File: src/hdl/ssc_pkg.sv
// Shared types and constants of the stop-grant and sleep state controller.
// Assumes one bus clock domain and an Avalon-MM register slave with 32-bit data.
package ssc_pkg;

    // =====================================================================
    // Power states and carriers
    localparam int SSC_STATE_W = 3;
    typedef enum logic [SSC_STATE_W-1:0] {
        SSC_NORMAL,
        SSC_STOP_GRANT,
        SSC_SLEEP,
        SSC_DEEP_SLEEP,
        SSC_HALTED
    } ssc_state_type;

    // Per-unit clock gates; the PLL bit keeps the loop itself running.
    typedef struct packed {
        logic pll;
        logic bus;
        logic lic;
        logic core;
    } ssc_clk_type;

    // Asynchronous sideband requests, all active low.
    typedef struct packed {
        logic stop_clock_request_n;
        logic sleep_request_n;
        logic deep_sleep_request_n;
        logic system_mgmt_int_n;
    } ssc_side_type;

    localparam int SSC_SIDE_W = $bits(ssc_side_type);
    localparam ssc_side_type SSC_SIDE_IDLE = 4'hf;
    localparam ssc_clk_type SSC_CLK_ALL = 4'hf;
    localparam ssc_clk_type SSC_CLK_SG = 4'he;
    localparam ssc_clk_type SSC_CLK_PLL = 4'h8;
    localparam ssc_clk_type SSC_CLK_NONE = 4'h0;

    // =====================================================================
    // Thermal trip
    localparam int SSC_TEMP_W = 8;
    localparam logic [SSC_TEMP_W-1:0] SSC_TRIP_TEMP_C = 8'h7d;

    // =====================================================================
    // Acknowledge transaction types
    localparam logic SSC_ACK_SG = 1'b0;
    localparam logic SSC_ACK_SMI = 1'b1;

    // =====================================================================
    // Register map, byte addresses
    localparam int SSC_ADDR_W = 4;
    localparam int SSC_DATA_W = 32;
    localparam logic [SSC_ADDR_W-1:0] SSC_REG_STATUS = 4'h0;
    localparam logic [SSC_ADDR_W-1:0] SSC_REG_MASK = 4'h4;
    localparam logic [SSC_ADDR_W-1:0] SSC_REG_STATE = 4'h8;
    localparam logic [SSC_ADDR_W-1:0] SSC_REG_CTRL = 4'hc;

    // Event bits of status and mask.
    localparam int SSC_EV_W = 6;
    localparam int SSC_EV_SG = 0;
    localparam int SSC_EV_SLEEP = 1;
    localparam int SSC_EV_DEEP = 2;
    localparam int SSC_EV_SMI = 3;
    localparam int SSC_EV_TRIP = 4;
    localparam int SSC_EV_PBE = 5;
    localparam logic [SSC_EV_W-1:0] SSC_MASK_RST = 6'h00;

    // Control bits.
    localparam int SSC_CTRL_W = 2;
    localparam int SSC_CTRL_PBE_EN = 0;
    localparam int SSC_CTRL_SNOOP_EN = 1;
    localparam logic [SSC_CTRL_W-1:0] SSC_CTRL_RST = 2'h3;

    // Width of the state readout word before zero fill.
    localparam int SSC_INFO_W = 2 * SSC_STATE_W + 5;

endpackage

File: src/hdl/ssc_top.sv
// Low-power state controller: stop-grant, sleep, deep sleep, SMI entry,
// output tristate at init release and thermal trip, with an Avalon-MM slave.
// Assumes all plain inputs are synchronous to core_clk_in.
//
// Our own choices: the address map and the Avalon-MM interface to the registers.
`timescale 1ns/100ps
module ssc_top (
    // Clock and reset
    input wire logic core_clk_in,
    input wire logic rst_n_in,
    // Sideband pins
    input wire ssc_pkg::ssc_side_type side_n_in,
    input wire logic chip_init_n_in,
    input wire logic bus_clock_present_in,
    input wire logic [ssc_pkg::SSC_TEMP_W-1:0] junction_temp_in,
    // Unit requests
    input wire logic snoop_req_in,
    input wire logic int_req_in,
    input wire logic smm_exit_in,
    // Acknowledge transaction
    output logic ack_valid_out,
    input wire logic ack_ready_in,
    output logic ack_type_out,
    // Unit control
    output ssc_pkg::ssc_clk_type clk_en_out,
    output logic exec_en_out,
    output logic snoop_accept_out,
    output logic int_accept_out,
    output logic smm_active_out,
    output logic bus_out_en_out,
    // Open-drain status pins
    output logic thermal_trip_n_out,
    output logic thermal_trip_n_oe_out,
    output logic pending_break_n_out,
    output logic pending_break_n_oe_out,
    // Avalon-MM slave
    input wire logic [ssc_pkg::SSC_ADDR_W-1:0] avs_address_in,
    input wire logic avs_read_in,
    input wire logic avs_write_in,
    input wire logic [ssc_pkg::SSC_DATA_W-1:0] avs_writedata_in,
    output logic [ssc_pkg::SSC_DATA_W-1:0] avs_readdata_out,
    output logic avs_waitrequest_out,
    output logic irq_out
);
    import ssc_pkg::*;

    // =====================================================================
    // Synchronised sideband levels
    ssc_side_type side_s;
    logic stp_act;
    logic slp_act;
    logic dps_act;

    // The stop clock line only reaches the state machine through this bank.
    ssc_sync_bank #(
        .WIDTH(SSC_SIDE_W),
        .IDLE(SSC_SIDE_IDLE)
    ) u_sync (
        .core_clk_in(core_clk_in),
        .rst_n_in(rst_n_in),
        .async_in(side_n_in),
        .sync_out(side_s)
    );

    assign stp_act = ~side_s.stop_clock_request_n;
    assign slp_act = ~side_s.sleep_request_n;
    assign dps_act = ~side_s.deep_sleep_request_n;

    // =====================================================================
    // Power state machine
    ssc_state_type state;
    ssc_state_type next_state;
    ssc_state_type saved_state;
    ssc_state_type next_saved_state;
    ssc_clk_type next_clk_en;
    logic init_q;
    logic init_prev;
    logic smi_prev_n;
    logic system_mgmt_mode;
    logic next_smm;
    logic trip;
    logic next_trip;
    logic trip_now;
    logic tristate;
    logic next_tristate;
    logic pbe;
    logic next_pbe;
    logic bus_en;
    logic next_bus_en;
    logic next_snoop_acc;
    logic next_int_acc;
    logic run_state;
    logic smi_edge;
    logic smi_accept;
    logic sg_enter;
    logic [SSC_EV_W-1:0] events;
    logic [SSC_CTRL_W-1:0] ctrl;

    // Next power state; thermal trip outranks init, init outranks requests.
    always_comb begin
        trip_now = junction_temp_in > SSC_TRIP_TEMP_C;
        next_trip = trip | trip_now;
        run_state = (state == SSC_NORMAL) || (state == SSC_STOP_GRANT);
        smi_edge = ~side_s.system_mgmt_int_n & smi_prev_n;
        smi_accept = smi_edge & run_state & ~system_mgmt_mode & init_q & ~trip;
        next_state = state;
        if (next_trip) begin
            next_state = SSC_HALTED;
        end else if (!init_q) begin
            next_state = SSC_NORMAL;
        end else begin
            unique case (state)
                SSC_NORMAL: begin
                    if (stp_act) begin
                        next_state = SSC_STOP_GRANT;
                    end
                end
                SSC_STOP_GRANT: begin
                    if (!stp_act) begin
                        next_state = SSC_NORMAL;
                    end else if (slp_act) begin
                        next_state = SSC_SLEEP;
                    end
                end
                SSC_SLEEP: begin
                    if (!slp_act) begin
                        next_state = SSC_STOP_GRANT;
                    end else if (dps_act || !bus_clock_present_in) begin
                        next_state = SSC_DEEP_SLEEP;
                    end
                end
                SSC_DEEP_SLEEP: begin
                    if (!dps_act && bus_clock_present_in) begin
                        next_state = SSC_SLEEP;
                    end
                end
                SSC_HALTED: begin
                    next_state = SSC_HALTED;
                end
                default: begin
                    next_state = SSC_NORMAL;
                end
            endcase
        end
        sg_enter = (state == SSC_NORMAL) && (next_state == SSC_STOP_GRANT);
        // Clock gates follow the state being entered.
        unique case (next_state)
            SSC_NORMAL: next_clk_en = SSC_CLK_ALL;
            SSC_STOP_GRANT: next_clk_en = SSC_CLK_SG;
            SSC_SLEEP: next_clk_en = SSC_CLK_PLL;
            SSC_HALTED: next_clk_en = SSC_CLK_PLL;
            default: next_clk_en = SSC_CLK_NONE;
        endcase
        // Management mode; the snapshot is taken at the moment of entry.
        next_saved_state = smi_accept ? state : saved_state;
        if (!init_q || trip) begin
            next_smm = 1'b0;
        end else if (smi_accept) begin
            next_smm = 1'b1;
        end else if (smm_exit_in) begin
            next_smm = 1'b0;
        end else begin
            next_smm = system_mgmt_mode;
        end
        // SMI seen low on the rising edge of init keeps the pins floating.
        next_tristate = init_q & (tristate | (~init_prev & ~side_s.system_mgmt_int_n));
        next_bus_en = init_q & ~next_tristate;
        // Break event: an interrupt or SMI while stop clock is held.
        next_pbe = stp_act & ctrl[SSC_CTRL_PBE_EN] & (pbe | int_req_in | smi_edge);
        // Sleep and deeper states drop snoops and interrupts on the floor.
        next_snoop_acc = snoop_req_in & run_state & ctrl[SSC_CTRL_SNOOP_EN];
        next_int_acc = int_req_in & run_state & ~trip;
        events = '0;
        events[SSC_EV_SG] = sg_enter;
        events[SSC_EV_SLEEP] = (state != SSC_SLEEP) && (next_state == SSC_SLEEP);
        events[SSC_EV_DEEP] = (state != SSC_DEEP_SLEEP) && (next_state == SSC_DEEP_SLEEP);
        events[SSC_EV_SMI] = smi_accept;
        events[SSC_EV_TRIP] = trip_now & ~trip;
        events[SSC_EV_PBE] = next_pbe & ~pbe;
    end

    // Registers of the power state group.
    always_ff @(posedge core_clk_in or negedge rst_n_in) begin
        if (!rst_n_in) begin
            state <= SSC_NORMAL;
            saved_state <= SSC_NORMAL;
            clk_en_out <= SSC_CLK_ALL;
            init_q <= 1'b1;
            init_prev <= 1'b1;
            smi_prev_n <= 1'b1;
            system_mgmt_mode <= 1'b0;
            trip <= 1'b0;
            tristate <= 1'b0;
            pbe <= 1'b0;
            bus_en <= 1'b1;
            snoop_accept_out <= 1'b0;
            int_accept_out <= 1'b0;
        end else begin
            state <= next_state;
            saved_state <= next_saved_state;
            clk_en_out <= next_clk_en;
            init_q <= chip_init_n_in;
            init_prev <= init_q;
            smi_prev_n <= side_s.system_mgmt_int_n;
            system_mgmt_mode <= next_smm;
            trip <= next_trip;
            tristate <= next_tristate;
            pbe <= next_pbe;
            bus_en <= next_bus_en;
            snoop_accept_out <= next_snoop_acc;
            int_accept_out <= next_int_acc;
        end
    end

    // Acknowledge transactions for stop-grant entry and SMI acceptance.
    ssc_ack_issuer u_ack (
        .core_clk_in(core_clk_in),
        .rst_n_in(rst_n_in),
        .sg_req_in(sg_enter),
        .smi_req_in(smi_accept),
        .valid_out(ack_valid_out),
        .ready_in(ack_ready_in),
        .type_out(ack_type_out)
    );

    // Status pins are open drain: the value is low, the enable asserts.
    assign exec_en_out = clk_en_out.core & ~trip;
    assign smm_active_out = system_mgmt_mode;
    assign bus_out_en_out = bus_en;
    assign thermal_trip_n_out = 1'b0;
    assign thermal_trip_n_oe_out = trip & ~tristate;
    assign pending_break_n_out = 1'b0;
    assign pending_break_n_oe_out = pbe & ~tristate;

    // =====================================================================
    // Avalon-MM register slave with one wait state
    logic done;
    logic next_done;
    logic wr_take;
    logic [SSC_DATA_W-1:0] next_rdata;
    logic [SSC_EV_W-1:0] status;
    logic [SSC_EV_W-1:0] next_status;
    logic [SSC_EV_W-1:0] mask;
    logic [SSC_EV_W-1:0] next_mask;
    logic [SSC_CTRL_W-1:0] next_ctrl;
    logic [SSC_INFO_W-1:0] info;

    // Read data is captured one edge early so it stands when waitrequest falls.
    always_comb begin
        avs_waitrequest_out = (avs_read_in | avs_write_in) & ~done;
        next_done = (avs_read_in | avs_write_in) & ~done;
        wr_take = avs_write_in & done;
        info = {pbe, bus_en, trip, tristate, system_mgmt_mode, saved_state, state};
        next_rdata = avs_readdata_out;
        if (avs_read_in && !done) begin
            unique case (avs_address_in)
                SSC_REG_STATUS: next_rdata = SSC_DATA_W'(status);
                SSC_REG_MASK: next_rdata = SSC_DATA_W'(mask);
                SSC_REG_STATE: next_rdata = SSC_DATA_W'(info);
                SSC_REG_CTRL: next_rdata = SSC_DATA_W'(ctrl);
                default: next_rdata = '0;
            endcase
        end
        // Write-one-to-clear, but an event in the same cycle survives.
        next_status = status;
        next_mask = mask;
        next_ctrl = ctrl;
        if (wr_take) begin
            unique case (avs_address_in)
                SSC_REG_STATUS: next_status = status & ~avs_writedata_in[SSC_EV_W-1:0];
                SSC_REG_MASK: next_mask = avs_writedata_in[SSC_EV_W-1:0];
                SSC_REG_CTRL: next_ctrl = avs_writedata_in[SSC_CTRL_W-1:0];
                default: next_status = status;
            endcase
        end
        next_status = next_status | events;
    end

    always_ff @(posedge core_clk_in or negedge rst_n_in) begin
        if (!rst_n_in) begin
            done <= 1'b0;
            avs_readdata_out <= '0;
            status <= '0;
            mask <= SSC_MASK_RST;
            ctrl <= SSC_CTRL_RST;
        end else begin
            done <= next_done;
            avs_readdata_out <= next_rdata;
            status <= next_status;
            mask <= next_mask;
            ctrl <= next_ctrl;
        end
    end

    assign irq_out = |(status & mask);

    logic quiet;
    assign quiet = init_q & ~trip & ~trip_now;
endmodule

File: src/hdl/ssc_sync_bank.sv
// Two-stage synchronisers for a bank of asynchronous sideband inputs.
// Assumes the inputs idle at the reset value given by the parameter.
`timescale 1ns/100ps
module ssc_sync_bank #(
    parameter int WIDTH = 4,
    parameter logic [WIDTH-1:0] IDLE = '1
) (
    // Clock and reset
    input wire logic core_clk_in,
    input wire logic rst_n_in,
    // Raw and synchronised levels
    input wire logic [WIDTH-1:0] async_in,
    output logic [WIDTH-1:0] sync_out
);

    // =====================================================================
    // One pair of flops per bit; the first flop feeds only the second.
    logic [WIDTH-1:0] meta;

    genvar i;
    generate
        for (i = 0; i < WIDTH; i++) begin : g_bit
            always_ff @(posedge core_clk_in or negedge rst_n_in) begin
                if (!rst_n_in) begin
                    meta[i] <= IDLE[i];
                    sync_out[i] <= IDLE[i];
                end else begin
                    meta[i] <= async_in[i];
                    sync_out[i] <= meta[i];
                end
            end
        end
    endgenerate

endmodule

File: src/hdl/ssc_ack_issuer.sv
// Queues acknowledge transactions and offers them with valid and ready.
// Assumes request pulses last one cycle; a pending type is never lost.
`timescale 1ns/100ps
module ssc_ack_issuer (
    // Clock and reset
    input wire logic core_clk_in,
    input wire logic rst_n_in,
    // Request pulses
    input wire logic sg_req_in,
    input wire logic smi_req_in,
    // Transaction offer
    output logic valid_out,
    input wire logic ready_in,
    output logic type_out
);
    import ssc_pkg::*;

    // =====================================================================
    // Pending flags, indexed by transaction type.
    logic [1:0] pend;
    logic [1:0] next_pend;
    logic busy;
    logic next_busy;
    logic held;
    logic next_held;
    logic pick;

    // SMI goes first when idle; an offer stalled by ready stays unchanged.
    always_comb begin
        pick = pend[SSC_ACK_SMI] ? SSC_ACK_SMI : SSC_ACK_SG;
        valid_out = |pend;
        type_out = busy ? held : pick;
        next_busy = valid_out & ~ready_in;
        next_held = type_out;
        next_pend = pend;
        if (valid_out && ready_in) begin
            next_pend[type_out] = 1'b0;
        end
        // A new request wins over the clear of the same flag.
        next_pend[SSC_ACK_SG] = next_pend[SSC_ACK_SG] | sg_req_in;
        next_pend[SSC_ACK_SMI] = next_pend[SSC_ACK_SMI] | smi_req_in;
    end

    always_ff @(posedge core_clk_in or negedge rst_n_in) begin
        if (!rst_n_in) begin
            pend <= 2'h0;
            busy <= 1'b0;
            held <= SSC_ACK_SG;
        end else begin
            pend <= next_pend;
            busy <= next_busy;
            held <= next_held;
        end
    end

endmodule

File: config.mk
export PLATFORM = sky130hd
export DESIGN_NAME = ssc_top
export DESIGN_NICKNAME = d
export VERILOG_FILES = /design/src/hdl/ssc_pkg.sv /design/src/hdl/ssc_top.sv /design/src/hdl/ssc_sync_bank.sv /design/src/hdl/ssc_ack_issuer.sv
export SDC_FILE = /design/constraint.sdc
export NUM_CORES = 1
export LEC_CHECK = 0
export ABC_AREA = 0
export ABC_CLOCK_PERIOD_IN_PS = 2110
export BUFFER_PORTS_ARGS = -buffer_cell sky130_fd_sc_hd__buf_4
export CAP_MARGIN = 15
export CORE_MARGIN = 1
export CORE_UTILIZATION = 47
export DETAILED_ROUTE_END_ITERATION = 12
export GPL_ROUTABILITY_DRIVEN = 1
export PLACE_DENSITY = 0.79
export SYNTH_ARGS = -nofsm -noshare
export SYNTH_HDL_FRONTEND = slang
export SYNTH_SLANG_ARGS = --single-unit
File: constraint.sdc
create_clock -name core_clk_in -period 2.11 [get_ports core_clk_in]
set_input_delay 0.211 -clock core_clk_in [delete_from_list [all_inputs] [get_ports core_clk_in]]
set_output_delay 0.211 -clock core_clk_in [all_outputs]
set_load 0.02 [all_outputs]
==> flow_summary.ini <==
[status]
status = finished clean

[finish]
layout_common_cells = 57 x buf_4, 40 x dfrtp_1, 23 x conb_1, 17 x dfstp_2
final_common_cell = buf_4
design_area_um2 = 3180
diodes = 0
drive_gt1_share_pct = 38.1
fin_nets = 334
area_growth_pct = 25.2
num-fill-cells = 429

[floorplanning]
ioPinCount = 107
fp-row-count = 26
die_w_um = 75.5
core-area_um2 = 5140
die_h_um = 75.5
start_util_pct = 49.4
dieArea_um2 = 5700

[clock_network]
root_buffer = clkbuf_8
cts-buffers-inserted = 9
cts_tree = built
ctsHoldBuffers = 6
cts_setup_buffers = 0
cts.htree.levels = 3
postCtsResizedCells = 0
cts_buffer_depth = 2
cts_sinks = 57
clock_latency_ns = 0.34
clk_pin_slew_ns = 0.07

[detailed_routing]
vias = 1707
firstDrtPassIters = 4
vias_per_cell = 4.86
initialDrtViolationCount = 63
route.met2.wl_um = 2430
antenna_left = 0
top_layer = met4
dr_wl_met3_um = 290
drc = 0
routed_wl_um = 4830
avgRoutedWirePerCell_um = 13.8
routedLengthMet1_um = 2070

[critical_path]
critPathCaptureType = flop
setup.worst_path.class = reg -> reg
slowest_delay_ns = 0.48
r2r_start = state[1]
slowest_stage = a2111oi_4
cp.arrival_ns = 1.98
critPathLaunchType = flop
crit_required_ns = 2.38
startpoint = state[1]
path_cells = buf_4 -> nor3b_1 -> a21oi_1 -> a2111oi_4 -> a32o_1
cp_max_fo = 8

[hold_path]
min-delay-start = avs_writedata_in[5]
hold_path_class = in -> reg

[timing]
hold_viol_final = 0
report.final.slew_viol_count = 0
rsz0062_at_grt = no
period_share_pct = 80.9
fin_skew_ns = 0.00835
fin_tns_setup_ns = 0
relSlewSlack_pct = 54.5
setup_viol = 0
period_minus_slack_ns = 1.71
tightest_slew_ns = 0.683
max_freq_ghz = 0.586

[global_route]
grt_pass1_vias = 1638
grt_pass1_wl_um = 7650
antenna_found_initial = 0
grt-ovfl-total = 0
grt_max_degree = 58
grtUsageTotal_pct = 19.2

[yosys]
yosysUniqueCellTypes = 38
synth_area_leaders = dfrtp_1 39%, dfstp_2 18%, buf_4 7.1%, a22o_1 5.2%, mux2_2 4.0%
ys_seq_area_share_pct = 57.1
ys_ff_latch = 57
async_reset_ff_share_pct = 100
synth_top_cell_by_area = dfrtp_1
synth_ff_type = dfrtp_1
syn_avg_cell_area_um2 = 12.0
yosys_warnings = 0
synthesis.area_um2 = 2540
synth_edf_count = 0
synth_top_area_share_pct = 39.4
syn_inst = 212

[placement]
numPortBuffers = 56
place.gp.congestion = 0.800
place_area_um2 = 2920
hpwl_um = 3480

[pwr]
leakage_nw = 1.54
ir_drop_mv = 0.551
pwr_density_cell_nw_per_um2 = 794

[run]
drv_cap = 0
## cells by family after synthesis
| kind of cell | count (synthesis) | synth area share (%) |
|---|---|---|
| flops | 57 | 57.1 |
| other cells | 1 | 0.148 |
| mux | 17 | 8.19 |
| buf+inv | 38 | 9.27 |
| compound gates | 39 | 13.3 |
| simple gates | 60 | 12.1 |
## metal layers
layer	vias up	track usage [%]
li1	823	-
met5	-	0
met4	0	7.41
met1	821	23.2
met2	59	30.6
met3	4	8.33
## layout make-up
class	instances	area, um^2	share of cell area (%)
sequential	57	1450	45.6
multi-input combinational	139	937	29.5
timing repair buffer	63	488	15.4
clock buffer	10	138	4.33
tap	70	87.6	2.76
clock inverter	6	57.6	1.81
inverter	6	22.5	0.709
## power breakdown
group	total (mW)	leakage [nW]	switching, mW	internal [mW]
logic	0.305	0.729	0.163	0.142
registers	1.23	0.708	0.0537	1.18
clock network	0.984	0.102	0.417	0.567
total	2.52	1.54	0.634	1.89
## cell usage after synthesis (all sizes together), types with 3 or more instances
cell type  number
dfrtp          40
buf            26
dfstp          17
a22o           15
nand2          15
nor2           13
mux2           10
o21ai           9
clkbuf          6
inv             6
nand2b          6
and2            5
mux2i           5
nor2b           4
nor3            4
a22oi           3
nand3           3
or2             3
## stage by stage
step	util, %	std cells	power [mW]	setup slack [ns]	hold slack [ns]
finish	61.8	351	2.52	0.404	0.124
global route	61.8	351	2.63	0.254	0.111
CTS	61.8	351	2.55	0.402	0.106
detailed placement	56.9	329	1.55	0.417	0.302
global placement	56.9	329	1.54	0.426	0.290
floorplan	-	234	1.44	0.629	-0.0846
## flip-flops by register name, summed over array words and instances, names as in the netlist, 3 cells and up
| register | cells |
|---|---|
| clk_en_out | 3 |
| saved_state | 3 |
| mask | 6 |
| status | 6 |
| avs_readdata_out | 11 |
| state | 3 |
| u_sync.meta | 4 |
| u_sync.sync_out | 4 |
## worst paths after layout
path	endpoint	slack [ns]	cells past startpoint
worst max register to register	status[2]	0.40	5
worst min-delay path	mask[5]	0.12	2
min in group asynchronous	state[1]	0.47	2
worst min register to register	u_sync.sync_out[1]	0.36	0
max in group asynchronous	avs_readdata_out[3]	1.20	2
worst max-delay path	status[2]	0.40	5
## critical path: cells and delay by family (launching register included)
kind	cells	cell delay (ns)
buffers and inverters	1	0.19
AND/OR/NAND/NOR	1	0.21
AO/OA/AOI/OAI	3	0.82
flip-flops	1	0.43
(Power assumes the default switching activity.)
